File: config.mk
export PLATFORM = sky130hd
export DESIGN_NAME = cir_regs
export DESIGN_NICKNAME = d
export VERILOG_FILES = /design/src/rtl/cir_pkg.sv /design/src/rtl/cir_crc7.sv /design/src/rtl/cir_pwrup.sv /design/src/rtl/cir_regs.sv
export SDC_FILE = /design/constraint.sdc
export NUM_CORES = 1
export LEC_CHECK = 0
export BUFFER_PORTS_ARGS = -buffer_cell sky130_fd_sc_hd__buf_4
export CORE_AREA = 5 5 113 115
export CTS_CLUSTER_SIZE = 8
export DETAILED_ROUTE_END_ITERATION = 10
export DIE_AREA = 0 0 118 120
export GPL_TIMING_DRIVEN = 0
export PLACE_DENSITY = 0.82
export SYNTH_ARGS = -nofsm -noshare
export SYNTH_HDL_FRONTEND = slang
export SYNTH_SLANG_ARGS = --single-unit
File: constraint.sdc
create_clock -name mclk -period 3.6 [get_ports mclk]
set_clock_uncertainty 0.2 [all_clocks]
set_input_delay 0 -clock mclk [delete_from_list [all_inputs] [get_ports mclk]]
set_output_delay 0 -clock mclk [all_outputs]
set_load 0.005 [all_outputs]
File: src/rtl/cir_pkg.sv
/*
 * Constants for the card information register set: field values,
 * command codes, cell masks, power-up timing and the state type.
 * Assumes nothing of its surroundings; used as cir_pkg::name.
 */
package cir_pkg;

	// ----------------------------------------
	// Clock and power-up timing
	// ----------------------------------------
	localparam int unsigned CLK_MHZ = 50;
	localparam int unsigned PWRUP_TIME_US = 1000;
	localparam int unsigned PWRUP_CYCLES = PWRUP_TIME_US * CLK_MHZ;

	// ----------------------------------------
	// Commands
	// ----------------------------------------
	localparam logic [5:0] CMD_OP_COND = 6'h01;
	localparam logic [5:0] CMD_ALL_ID = 6'h02;
	localparam logic [5:0] CMD_SEND_CSD = 6'h09;
	localparam logic [5:0] CMD_SEND_ID = 6'h0a;
	localparam logic [5:0] CMD_PROG_CSD = 6'h1b;

	// ----------------------------------------
	// Supply conditions fields
	// ----------------------------------------
	localparam int unsigned SUP_READY_BIT = 31;
	localparam logic [8:0] SUP_HIGH_WIN = 9'h1ff;
	localparam logic [6:0] SUP_ZERO7 = 7'h00;

	// ----------------------------------------
	// Identity fields
	// ----------------------------------------
	localparam int unsigned ID_CRC_LSB = 1;
	localparam logic ID_TAIL = 1'b1;

	// ----------------------------------------
	// Specific-data fixed part, bits 127:16
	// ----------------------------------------
	localparam logic [1:0] CSD_LAYOUT = 2'h2;
	localparam logic [3:0] CSD_SPEC = 4'h4;
	localparam logic [7:0] CSD_ASYNC_ACC = 8'h26;
	localparam logic [7:0] CSD_CLK_ACC = 8'h01;
	localparam logic [7:0] CSD_SPEED = 8'h2a;
	localparam logic [11:0] CSD_CLASSES = 12'h0f5;
	localparam logic [3:0] CSD_BLK_LEN = 4'h9;
	localparam logic [11:0] CSD_SIZE = 12'h7ff;
	localparam logic [2:0] CSD_CURR_MIN = 3'h6;
	localparam logic [2:0] CSD_CURR_MAX = 3'h6;
	localparam logic [2:0] CSD_SIZE_MULT = 3'h7;
	localparam logic [4:0] CSD_ERASE_SIZE = 5'h1f;
	localparam logic [4:0] CSD_ERASE_MULT = 5'h1f;
	localparam logic [4:0] CSD_PROT_SIZE = 5'h1f;
	localparam logic [2:0] CSD_SPEED_FACT = 3'h2;
	localparam logic [111:0] CSD_FIXED = {
		CSD_LAYOUT, CSD_SPEC, 2'h0, CSD_ASYNC_ACC, CSD_CLK_ACC,
		CSD_SPEED, CSD_CLASSES, CSD_BLK_LEN, 4'h0, 2'h0, CSD_SIZE,
		CSD_CURR_MIN, CSD_CURR_MAX, CSD_CURR_MIN, CSD_CURR_MAX,
		CSD_SIZE_MULT, CSD_ERASE_SIZE, CSD_ERASE_MULT, CSD_PROT_SIZE,
		1'b1, 2'h0, CSD_SPEED_FACT, CSD_BLK_LEN, 1'b0, 4'h0, 1'b0};

	// ----------------------------------------
	// Programmable cells, bits 15:1
	// ----------------------------------------
	localparam logic [15:1] CELL_ONCE = 15'h7600;
	localparam logic [15:1] CELL_ERASE = 15'h09ff;
	localparam logic [15:1] CELL_RESET = 15'h0000;

	typedef enum logic [1:0] {
		ST_LOAD = 2'b00,
		ST_BUSY = 2'b01,
		ST_READY = 2'b10
	} cir_state_t;

endpackage : cir_pkg

File: src/rtl/cir_crc7.sv
/*
 * CRC7 (x^7 + x^3 + 1) over a 120-bit word, most significant bit
 * first, zero start value. Purely combinational.
 */
`timescale 1ns/100ps
module cir_crc7 (
	input wire logic [119:0] data,
	output logic [6:0] crc
);
	logic [6:0] chain [0:120];

	assign chain[0] = 7'h00;

	genvar i;
	generate
		for (i = 0; i < 120; i++) begin : g_bit
			logic fb;
			assign fb = data[119 - i] ^ chain[i][6];
			assign chain[i + 1] = {chain[i][5:0], 1'b0} ^ {3'h0, fb, 2'h0, fb};
		end
	endgenerate

	assign crc = chain[120];
endmodule : cir_crc7

File: src/rtl/cir_pwrup.sv
/*
 * Power-up routine timer: counts while run is high, then holds done.
 * Assumes the caller gates run with the clock enable.
 */
`timescale 1ns/100ps
module cir_pwrup #(
	parameter int unsigned CYCLES = cir_pkg::PWRUP_CYCLES
) (
	input wire logic mclk,
	input wire logic arst_n,
	input wire logic run,
	output logic done
);
	logic [31:0] count;
	logic last;

	assign last = (count == 32'(CYCLES - 1));

	always_ff @(posedge mclk or negedge arst_n) begin
		if (!arst_n) begin
			count <= 32'h0;
			done <= 1'b0;
		end else if (run && !done) begin
			count <= count + 32'h1;
			done <= last;
		end
	end
endmodule : cir_pwrup

File: src/rtl/cir_regs.sv
/*
 * Card information register set: supply conditions, identity and
 * specific-data registers, answered per card command.
 * Assumes a command decoder in front and a nonvolatile store behind
 * that presents the programmed cells at reset and takes write-backs.
 */
// How it works
// - Supply-conditions register, 32 bits, always present.
// - Bit 31 low until power-up finishes.
// - Busy pulls shared line low, wired AND.
// - Bits 23:15 one, others zero, 7 dual-only.
// - 128-bit identity register read at identification.
// - Identity unique per card via parameters.
// - Bits 127:120 hold maker code.
// - Bits 119:104 hold owner code.
// - Bits 103:56 hold six-character product name.
// - Bits 55:48 hold BCD revision n.m.
// - Bits 47:16 hold binary serial number.
// - Bits 15:8 hold month and year.
// - Bits 7:1 CRC7, bit 0 one.
// - 128-bit specific-data register with fixed layout.
// - Only writable cells change, only by program command.
// - Once cells fixed after first write; erasable cells free.
// - Capabilities fields hold the fixed advertised values.
// - Fields are unsigned, leftmost bit most significant.
// - Layout code 2, specification code 4.
// - Access time unit low, multiplier above.
// - Block length code is power of two.
// - Transfer speed holds the 20 MHz code.
`timescale 1ns/100ps
module cir_regs #(
	parameter int unsigned PWRUP_CYCLES = cir_pkg::PWRUP_CYCLES,
	parameter logic DUAL_VOLT = 1'b0,
	// Arbitrary maker code, not an allocated value
	parameter logic [7:0] MAKER_CODE = 8'h5a,
	parameter logic [15:0] OWNER_CODE = 16'h4142,
	parameter logic [47:0] PRODUCT_NAME = 48'h434152443031,
	parameter logic [7:0] PRODUCT_REV = 8'h10,
	parameter logic [31:0] SERIAL_NUMBER = 32'h00000001,
	parameter logic [7:0] MAKE_DATE = 8'h10
) (
	input wire logic mclk,
	input wire logic arst_n,
	input wire logic ce,
	input wire logic cmd_valid,
	input wire logic [5:0] cmd_index,
	input wire logic [127:0] cmd_arg,
	input wire logic [15:1] nv_image,
	input wire logic nv_burned,
	output logic rsp_valid,
	output logic rsp_err,
	output logic [127:0] rsp_data,
	output logic rdy_oe,
	output logic nv_wr_valid,
	output logic [15:1] nv_wr_data
);
	// ----------------------------------------
	// State and storage
	// ----------------------------------------
	cir_pkg::cir_state_t state;
	cir_pkg::cir_state_t next_state;
	logic [15:1] cells;
	logic burned;
	logic pwr_done;

	// ----------------------------------------
	// Power-up timer
	// ----------------------------------------
	wire logic pwr_run = ce && (state == cir_pkg::ST_BUSY);

	cir_pwrup #(
		.CYCLES(PWRUP_CYCLES)
	) u_pwrup (
		.mclk(mclk),
		.arst_n(arst_n),
		.run(pwr_run),
		.done(pwr_done)
	);

	// ----------------------------------------
	// Register images
	// ----------------------------------------
	wire logic ready = (state == cir_pkg::ST_READY);

	wire logic [31:0] sup_img = {ready, cir_pkg::SUP_ZERO7,
		cir_pkg::SUP_HIGH_WIN, cir_pkg::SUP_ZERO7, DUAL_VOLT,
		cir_pkg::SUP_ZERO7};

	wire logic [119:0] id_body = {MAKER_CODE, OWNER_CODE,
		PRODUCT_NAME, PRODUCT_REV, SERIAL_NUMBER, MAKE_DATE};
	logic [6:0] id_crc;

	cir_crc7 u_crc (
		.data(id_body),
		.crc(id_crc)
	);

	wire logic [127:0] id_img = {id_body, id_crc, cir_pkg::ID_TAIL};

	wire logic [127:0] csd_img = {cir_pkg::CSD_FIXED, cells, 1'b1};

	// ----------------------------------------
	// Command decode
	// ----------------------------------------
	wire logic take = ce && cmd_valid;
	wire logic is_sup = (cmd_index == cir_pkg::CMD_OP_COND);
	wire logic is_id = (cmd_index == cir_pkg::CMD_ALL_ID) ||
		(cmd_index == cir_pkg::CMD_SEND_ID);
	wire logic is_csd = (cmd_index == cir_pkg::CMD_SEND_CSD);
	wire logic is_prog = (cmd_index == cir_pkg::CMD_PROG_CSD);
	wire logic ans_sup = take && is_sup && (state != cir_pkg::ST_LOAD);
	wire logic ans_id = take && is_id && ready;
	wire logic ans_csd = take && is_csd && ready;
	wire logic ans_prog = take && is_prog && ready;

	// ----------------------------------------
	// Program checks
	// ----------------------------------------
	wire logic [15:1] wr_cells = cmd_arg[15:1];

	wire logic ro_ok = (cmd_arg[127:16] == cir_pkg::CSD_FIXED) &&
		cmd_arg[0];

	// once cells locked after first write
	wire logic once_ok = !burned ||
		(((wr_cells ^ cells) & cir_pkg::CELL_ONCE) == 15'h0000);
	wire logic accept = ro_ok && once_ok;
	wire logic [15:1] wmask = cir_pkg::CELL_ONCE | cir_pkg::CELL_ERASE;
	wire logic [15:1] next_cells = (wr_cells & wmask) | (cells & ~wmask);

	// ----------------------------------------
	// Answer selection
	// ----------------------------------------
	wire logic any_ans = ans_sup || ans_id || ans_csd || ans_prog;
	wire logic [127:0] sel_data = ans_sup ? {96'h0, sup_img} :
		ans_id ? id_img :
		(ans_prog && accept) ? {cir_pkg::CSD_FIXED, next_cells, 1'b1} :
		csd_img;

	// ----------------------------------------
	// State machine
	// ----------------------------------------
	always_comb begin
		next_state = state;
		case (state)
			cir_pkg::ST_LOAD: begin
				next_state = cir_pkg::ST_BUSY;
			end
			cir_pkg::ST_BUSY: begin
				if (pwr_done) begin
					next_state = cir_pkg::ST_READY;
				end
			end
			cir_pkg::ST_READY: begin
				next_state = cir_pkg::ST_READY;
			end
			default: begin
				next_state = cir_pkg::ST_LOAD;
			end
		endcase
	end

	// Cells are caught from the store after release, never under reset
	always_ff @(posedge mclk or negedge arst_n) begin
		if (!arst_n) begin
			state <= cir_pkg::ST_LOAD;
		end else if (ce) begin
			state <= next_state;
		end
	end

	always_ff @(posedge mclk or negedge arst_n) begin
		if (!arst_n) begin
			cells <= cir_pkg::CELL_RESET;
			burned <= 1'b0;
		end else if (ce && state == cir_pkg::ST_LOAD) begin
			cells <= nv_image;
			burned <= nv_burned;
		end else if (ans_prog && accept) begin
			cells <= next_cells;
			burned <= 1'b1;
		end
	end

	// ----------------------------------------
	// Answers and pins
	// ----------------------------------------
	always_ff @(posedge mclk or negedge arst_n) begin
		if (!arst_n) begin
			rsp_valid <= 1'b0;
			rsp_err <= 1'b0;
			rsp_data <= 128'h0;
		end else if (ce) begin
			rsp_valid <= any_ans;
			rsp_err <= ans_prog && !accept;
			if (any_ans) begin
				rsp_data <= sel_data;
			end
		end
	end

	always_ff @(posedge mclk or negedge arst_n) begin
		if (!arst_n) begin
			nv_wr_valid <= 1'b0;
			nv_wr_data <= cir_pkg::CELL_RESET;
		end else if (ce) begin
			nv_wr_valid <= ans_prog && accept;
			if (ans_prog && accept) begin
				nv_wr_data <= next_cells;
			end
		end
	end

	always_ff @(posedge mclk or negedge arst_n) begin
		if (!arst_n) begin
			rdy_oe <= 1'b1;
		end else if (ce) begin
			rdy_oe <= (next_state != cir_pkg::ST_READY);
		end
	end
endmodule : cir_regs

# Word level (Yosys, flattened, before mapping)
# Cells that the tools add are included.
# totals
word_cells	62
register_bits	198
in_bits	154
# op_classes
add_sub_neg	1
muxes	9
reduce_logical	30
bitwise_logic	1
eq_ne	10
# ops
cell	count
$mux 128	2
$eq 112x112->1 const B	1
$add 32x1->32 const B	1
$eq 32x16->1 const B	1
$mux 15	2
$logic_and 1x1->1	16
$mux 16	1
$logic_not 15->1	1
$xor 15x15->15	1
$eq 6x4->1 const B	2
$eq 6x1->1 const B	1
$eq 6x2->1 const B	1
$eq 6x5->1 const B	1
$pmux 2 s3	1
$logic_or 1x1->1	5
$reduce_and 2->1	2
$reduce_bool 2->1	2
$logic_not 1->1	3
$eq 2x1->1 const B	1
$eq 2x2->1 const B	1
$logic_not 2->1	1
$mux 1	2
$mux 2	1
$ne 2x2->1 const B	1

# Logic depth before layout (Yosys ltp)
# Gate-level depths: netlist of the first run.
# depth
ltp_word	8
ltp_mapped	9
depth_no_buf	6

# Hierarchy
# From an unflattened synthesis of the first run, not the netlist that was laid out.
# hier_totals
hier_cells	815
hier_area_um2	8758.4
# modules_own_cells
module	n_inst	area_per_inst_um2	cells_per_inst	seq_area_each_um2
cir_regs	1	4090.2	450	1477.7
cir_crc7	1	3047.9	223	0.0
cir_pwrup	1	1620.3	142	825.8

# Worst setup path before layout of the first run
# No wires, ideal clock.
# synth_path
kind	register to register
start	register state[1]
end	register u_pwrup.count[31]
required_time_ns	3.321
path_stages_with_launch	8
n_path_buf	1
path_slack_ns	1.444
period_less_slack_ns	2.156
arrival_ns	1.877
cell_sequence	dfrtp_1 -> buf_2 -> and4bb_2 -> and3_1 -> nor4b_2 -> nand2_1 -> nor2_1 -> xor2_1
# synth_via
elab_chain_len	3
# synth_lines
element	line_no	source
from (decl)	cir_regs.sv:60	cir_pkg::cir_state_t state;
from (signal assigned)	cir_regs.sv:166	state <= cir_pkg::ST_LOAD;
from (signal assigned)	cir_regs.sv:168	state <= next_state;
$eq 2x1->1	cir_regs.sv:69	wire logic pwr_run = ce && (state == cir_pkg::ST_BUSY);
$logic_and 1x1->1	cir_regs.sv:69	
$logic_and 1x1->1	cir_pwrup.sv:23	end else if (run && !done) begin
to (signal assigned)	cir_pwrup.sv:24	count <= count + 32'h1;
to (decl)	cir_pwrup.sv:14	logic [31:0] count;
# No other way between the ends.
# A chain may end at the register's enable or synchronous reset.

# Final worst setup path of the first run
# layout_path
start	input port cmd_arg[41]
end	register cells[11] in the netlist's numbering
# layout_via
elab_chain_len	5
# layout_lines
element	line_no	source
from (decl)	cir_regs.sv:47	input wire logic [127:0] cmd_arg,
$eq 112x112->1	cir_regs.sv:121	wire logic ro_ok = (cmd_arg[127:16] == cir_pkg::CSD_FIXED) &&
$logic_and 1x1->1	cir_regs.sv:121	
$logic_and 1x1->1	cir_regs.sv:127	wire logic accept = ro_ok && once_ok;
$logic_and 1x1->1	cir_regs.sv:179	end else if (ans_prog && accept) begin
$reduce_bool 2->1 (no line)	n/a	
to (signal assigned)	cir_regs.sv:174	cells <= cir_pkg::CELL_RESET;
to (signal assigned)	cir_regs.sv:177	cells <= nv_image;
to (signal assigned)	cir_regs.sv:180	cells <= next_cells;
to (decl)	cir_regs.sv:62	logic [15:1] cells;
# No other way between the ends.

==> results by group, run 1 <==
Synthesis
  • Fraction of registers with async set or reset after synthesis: 1.00
  • Seq/Total Area, Yosys: 0.446
  • Post-synthesis simple-gate area fraction: 0.190
  • Yosys Warn Count: 0
  • Top FF cell, synth: dfrtp_1
  • Top post-synthesis cells by area: dfrtp_1 (44%), buf_4 (16%), xnor2_1 (3.6%), nor2_1 (2.8%), xor2_1 (2.5%)
  • Mapped Cells: 509
  • Largest family of logic cells by synthesized area: simple AND/OR/NAND/NOR gates
  • Adder-cell area share of the yosys netlist: 0.00242
  • Synth Area in XOR/XNOR: 0.0611
  • Number of flops mapped to enable cells by yosys: 0
  • Post-synthesis mux area share: 0.0347
  • Most common cell in the netlist: buf_4
  • Syn_area_per_cell: just over 10 um^2
  • Synth cell count leaders: buf_4 (107), dfrtp_1 (91), nor2_1 (38)
  • Area leader, netlist: dfrtp_1
  • Synth top area share: 0.441
  • Compound-cell area share of the yosys netlist: 0.0858
  • Register bit total from synthesis: a little over 90
  • Mapped Area: 5160 um^2
  • Synth cell types: 50

Setup path
  • Crit path top cell by count: dlygate4sd3_1
  • CP Depth: 11
  • CP startpoint kind: input pin
  • Buf+Inv Stages, Crit Path: 6
  • CP delay by family, top: buffers and inverters
  • Crit. End Element: flop
  • Critical Path Source: cmd_arg[41]
  • Critical-path cell list: dlygate4sd3_1 -> buf_4 -> nand3_1 -> dlygate4sd3_1 -> nor4_2 -> nand4_1 -> buf_2 -> buf_2 -> mux2i_1 -> o21ai_0 -> dlygate4sd3_1
  • R2R setup slack: about 0.46 ns
  • Peak per-stage delay on the critical path: 0.59 ns
  • Reg2reg path depth: 9
  • R2R Path Start: cells[13]$_DFFE_PN0P_
  • Critical path required time: between 3 and 4 ns
  • Critical path's slowest cell: dlygate4sd3_1
  • CP Class: input pin to flop
  • WP data arrival: around 3.3 ns
  • Crit path max fanout: 10
  • Worst setup path endpoint: cells[11]$_DFFE_PN0P_
  • Reg2reg end: cells[11]$_DFFE_PN0P_

Layout
  • Post-route cell area: between 8000 and 9000 um^2
  • Fillers: 825
  • Nets: 1025
  • Area Overhead vs Synth: 60.7%
  • Flip-flop and latch area: between 2000 and 2500 um^2
  • Diode count: 0
  • Util after Layout: 0.708
  • Share of layout cells above drive strength 1: 0.472
  • Area of the multi-input gates: 2060 um^2

Outcome
  • Status: complete, no violations

Floorplan
  • Total Die Area: ~14000 um^2
  • # IOs: between 300 and 400
  • Die height: around 120 um
  • Die X-Extent: 118 um
  • Starting Density: 0.441
  • Core ar.: between 10000 and 15000 um^2
  • Row Count: 40

Power
  • Pint: roughly 1.9 mW
  • IR drop worst, VDD: 0.225 mV
  • NetSw: between 0.6 and 0.7 mW
  • Reg power frac: 0.448
  • Clock Power Share: 0.384
  • Leakage: 4.57 nW
  • Pwr dens: between 300 and 400 nW/um^2
  • Comb pwr share: 0.169
  • Net Sw Frac: 0.252

Timing
  • RSZ-0062 raised after global routing: false
  • Hold Fails Final Rpt: 0
  • Fin crit share: 0.895
  • Setup violators final: 0
  • Slew Limit Fails: 0
  • Slew @ Worst Pin: between 1 and 1.5 ns
  • Rel. slew slack: 0.229
  • Post-route minimum period: about 3.2 ns
  • Total negative slack: 0 ns
  • Max Fclk: about 0.31 GHz

Drt
  • Overall routed net length: approximately 19 mm
  • DR vias/cell: roughly 5.0
  • Drt initial violations: about 370
  • Post-route DRC: 0
  • Vias: approximately 5100
  • ANT nets after route: 0
  • Drt pass-1 iters: 5
  • WL/cell: about 18 um

Global routing
  • GRT Total Usage: 0.249
  • Vias in the first global route: about 5200
  • First-pass GRT wire length: ~28 mm
  • Initial antenna violation count: 0
  • Remaining Overflow, GRT: 0
  • Largest net degree at the start of global routing: 93

Placement
  • GPL Wtd Cong: between 0.9 and 1
  • Port-buffer cells: about 270
  • Hpwl dp: around 14 mm
  • Area after DPL: about 7500 um^2

Clocking
  • Clock buffer depth: 2
  • TritonCTS clock tree: built
  • H-Tree Depth: 3
  • Root Driver: clkbuf_16
  • Clock sink count: 92
  • Num CTS Buffers: 9
  • Reg clk slew, reported paths: about 0.070 ns
  • Later-pin clock latency in the skew report: around 0.35 ns

Flow run
  • Max-capacitance violation count: 0

Hold path
  • Worst hold-check path type: input pin to flop
metrics by stage:
step	cells	setup WS [ns]	power, mW	hold WS, ns
after floorplan	541	1.44	1.32	-0.496
after global placement	954	0.955	1.51	0.0158
after detailed placement	954	0.853	1.53	0.0231
after CTS	1022	0.189	2.56	0.158
after global routing	1022	0.258	2.67	0.203
final	1022	0.378	2.56	0.159
power by group through the flow:
stage	clock, mW	combinational (mW)	sequential (mW)
2_1_floorplan	0	0.171	1.15
4_1_cts	0.994	0.422	1.14
6_report	0.983	0.432	1.15
3_5_place_dp	0	0.362	1.16
3_3_place_gp	0	0.350	1.16
5_1_grt	1.04	0.472	1.15
logic make-up (layout without fill, tap and decap cells):
group,after synthesis,after routing
AOI/OAI and AO/OA,66,66
xor gates and xnor gates,36,36
adders and majority gates,1,1
buffers and inverters,136,470
DFF,92,92
muxes,17,17
other,1,33
and+or+nand+nor,160,160
per-layer routing:
metal	up-vias	track usage	wire length (um)
met4	0	0.0731	404
met1	2462	0.293	7080
met3	40	0.0740	1400
met5	-	0	0
li1	2357	-	-
met2	231	0.440	9650
layout by cell type, fill, tap and decap left out, types with 16 or more instances in the layout:
| master | n |
|---|---|
| buf_4 | 373 |
| dfrtp_1 | 90 |
| dlygate4sd3_1 | 52 |
| nor2_1 | 38 |
| conb_1 | 33 |
| nand2_1 | 22 |
| xnor2_1 | 21 |
| a21oi_1 | 21 |
| nand3_1 | 19 |
| inv_1 | 16 |
registers in the layout, summed over array words and instances, names as in the netlist:
name           count
u_pwrup.done       1
state              2
u_pwrup.count     32
cells             15
rdy_oe             1
nv_wr_valid        1
rsp_data          22
nv_wr_data        15
rsp_valid          1
rsp_err            1
burned             1
cell type report:
class                           instances  area share
Buffer                                120       0.104
Clock inverter                          6     0.00920
Timing Repair Buffer                  318       0.303
Tap cell                              147      0.0222
Sequential cell                        92       0.278
Clock buffer                           10      0.0276
Inverter                               16     0.00724
Multi-Input combinational cell        313       0.248
worst min path at each step:
stage,slack (ns),depth (start not counted),to,startpoint
floorplan,-0.50,0,burned$_DFFE_PN0P_,arst_n
global placement,0.02,2,cells[13]$_DFFE_PN0P_,nv_image[13]
detailed placement,0.02,2,cells[13]$_DFFE_PN0P_,nv_image[13]
CTS,0.16,5,rsp_err$_DFFE_PN0P_,cmd_index[2]
global route,0.20,5,rsp_err$_DFFE_PN0P_,cmd_index[2]
finish,0.16,6,rsp_data[16]$_DFFE_PN0P_,cmd_index[2]
tightest hold or removal path: stages:
cell	delay, ns
buf_4	0.09
and4bb_4	0.20
nand2b_4	0.09
nor4_4	0.08
nor3_1	0.14
nor2_1	0.06
what timing repair did:
action / in CTS / in global routing
gates resized for setup: 0 / 1
setup endpoints to repair: 0 / 2
endpoints found under the hold margin: 148 / 0
hold buffers: 52 / 0
buffers inserted: 0 / 0
Power figures use the tool's default switching activity.
==> inputs of run 2 (changes only) <==
RECOVER_POWER = 50   (was default)
==> run 2 against run 1 <==
Against the previous run: the flow now finishes with violations (max-capacitance violations, max-slew violations); fmax increased by 0.31%; worst hold slack better by 0.0050 ns; die area unchanged; sequential power barely moved; critical endpoint unchanged.
==> results by group, run 2 (same netlist as run 1, synthesis figures left out) <==
Floorplan
  • Starting Density: 0.441 (unchanged)
  • Row Count: 40 (unchanged)
  • Core ar.: 11700 um^2 (unchanged)
  • Die X-Extent: 118 um (unchanged)
  • Die height: 120 um (unchanged)
  • # IOs: 301 (unchanged)
  • Total Die Area: 14200 um^2 (unchanged)

Hold path
  • Worst Hold Path EP: rsp_data[16]$_DFFE_PN0P_
  • Min-delay src: cmd_index[2]
  • Worst hold-check path type: input pin to flop
  • Hold depth: 6 (unchanged)

Timing
  • Fin crit share: 0.892 (-0.00279)
  • Slew Limit Fails: 93 (+93)
  • Final WS setup: 0.388 ns (+0.0100 ns)
  • Slew @ Worst Pin: 2.23 ns (+1.07 ns)
  • Max Fclk: 0.311 GHz (+0.31%)
  • Total negative slack: 0 ns (unchanged)
  • RSZ-0062 raised after global routing: false
  • Hold Fails Final Rpt: 0 (unchanged)
  • Post-route minimum period: 3.21 ns (-0.0100 ns)
  • Setup violators final: 0 (unchanged)
  • Rel. slew slack: -0.487 (-0.716)

Power
  • Pwr dens: 311 nW/um^2 (+0.68%)
  • IR drop worst, VDD: 0.225 mV (about the same)
  • Leakage: 4.49 nW (-1.8%)

Layout
  • Max reg flops: 32 (unchanged)
  • Largest registers: u_pwrup.count x32, rsp_data x22
  • Area Overhead vs Synth: 59.8%
  • Largest reg by FF count: u_pwrup.count
  • Commonest non-fill, non-tap cell in the layout: buf_4
  • Nets: 1025 (unchanged)
  • Post-route cell area: 8250 um^2 (-0.59%)
  • Fillers: 835 (+1.2%)
  • Diode count: 0 (unchanged)
  • Most frequent cells in the layout: buf_4 (304), dfrtp_1 (90), clkbuf_4 (56), dlygate4sd3_1 (52), nor2_1 (38)
  • Share of layout cells above drive strength 1: 0.456 (-0.0160)

Outcome
  • Violated checks: max-capacitance violations, max-slew violations
  • Status: complete, but fails checks

Placement
  • GPL Wtd Cong: 0.968 (unchanged)
  • Hpwl dp: 13.7 mm (unchanged)
  • Area after DPL: 7460 um^2 (unchanged)
  • Port-buffer cells: 266 (unchanged)
  • Post-placement worst setup slack: 0.853 ns (unchanged)

Drt
  • Vias: 5145 (+1.1%)
  • Overall routed net length: 18.5 mm (-0.13%)
  • ANT nets after route: 0 (unchanged)
  • DR vias/cell: 5.03 (+1.1%)
  • Drt pass-1 iters: 5 (unchanged)
  • WL/cell: 18.1 um (-0.13%)
  • Drt initial violations: 415 (+12%)
  • Post-route DRC: 0 (unchanged)

Global routing
  • First-pass GRT wire length: 28.3 mm (unchanged)
  • GRT Total Usage: 0.249 (unchanged)
  • Vias in the first global route: 5196 (unchanged)
  • Remaining Overflow, GRT: 0 (unchanged)
  • Largest net degree at the start of global routing: 93 (unchanged)
  • Initial antenna violation count: 0 (unchanged)

Clocking
  • Num CTS Buffers: 9 (unchanged)
  • Setup bufs post-CTS: 0 (unchanged)
  • Clock buffer depth: 2 (unchanged)
  • TritonCTS clock tree: built
  • Clock sink count: 92 (unchanged)
  • Reg clk slew, reported paths: 0.07 ns (about the same)
  • Root Driver: clkbuf_16
  • Later-pin clock latency in the skew report: 0.35 ns (about the same)
  • H-Tree Depth: 3 (unchanged)

Setup path
  • Crit path max fanout: 10 (unchanged)
  • WP data arrival: 3.25 ns (about the same)
  • CP Class: input pin to flop
  • R2R Path Start: cells[13]$_DFFE_PN0P_
  • R2R setup slack: 0.43 ns (-0.03 ns)
  • Crit. End Element: flop
  • Critical path required time: 3.64 ns (about the same)
  • Reg2reg end: cells[11]$_DFFE_PN0P_
  • Reg2reg path depth: 9 (unchanged)
  • CP startpoint kind: input pin

Flow run
  • Max-capacitance violation count: 1 (+1)
run 2: worst max path at each step:
stage | slack, ns | from | cells past startpoint | endpoint
floorplan | 1.44 | state[1]$_DFFE_PN0P_ | 7 | u_pwrup.count[31]$_DFFE_PN0P_
global placement | 0.96 | cmd_arg[85] | 8 | rsp_data[8]$_DFFE_PN0P_
detailed placement | 0.85 | cmd_arg[85] | 9 | cells[11]$_DFFE_PN0P_
CTS | 0.19 | cmd_arg[41] | 11 | cells[11]$_DFFE_PN0P_
global route | 0.26 | cmd_arg[41] | 11 | cells[11]$_DFFE_PN0P_
finish | 0.39 | cmd_arg[41] | 11 | cells[11]$_DFFE_PN0P_
run 2: power breakdown:
group          internal (mW)  total [mW]  leakage [nW]  switching [mW]
Clock                  0.554       0.987         0.150           0.433
Combinational          0.263       0.430          3.12           0.167
Sequential              1.10        1.15          1.22          0.0473
Total                   1.92        2.56          4.49           0.648
run 2: layer usage:
layer / track usage / up-vias / part of all wire
met5: 0 / - / 0
met4: 0.0731 / 0 / 0.023
met3: 0.0740 / 42 / 0.078
met2: 0.440 / 269 / 0.52
met1: 0.293 / 2474 / 0.38
li1: - / 2360 / -
run 2: critical path, cell delays in order:
cell and delay, ns:
dlygate4sd3_1 0.55, buf_4 0.11, nand3_1 0.05, dlygate4sd3_1 0.57, nor4_2 0.35, nand4_1 0.24, buf_2 0.26, buf_2 0.24
mux2i_1 0.18, o21ai_0 0.11, dlygate4sd3_1 0.59
run 2: area by class of cell:
cell class | count | area, um^2 | share of cell area
timing repair buffer | 318 | 2470 | 0.299
sequential | 92 | 2300 | 0.279
multi-input combinational | 313 | 2060 | 0.250
buffer | 120 | 865 | 0.105
clock buffer | 10 | 229 | 0.0278
tap | 147 | 184 | 0.0223
clock inverter | 6 | 76.3 | 0.00925
inverter | 16 | 60.1 | 0.00728
run 2: what timing repair did:
action	in CTS	in global routing
setup endpoints to repair	0	2
gates resized for setup	0	1
hold buffers	52	0
hold endpoints to repair	148	0
run 2: stage by stage:
step	utilization	hold WS (ns)	power (mW)	cells
after floorplan	-	-0.496	1.32	541
after global placement	0.637	0.0158	1.51	954
after detailed placement	0.637	0.0231	1.53	954
after CTS	0.708	0.158	2.56	1022
after global routing	0.704	0.203	2.66	1022
final	0.704	0.164	2.56	1022
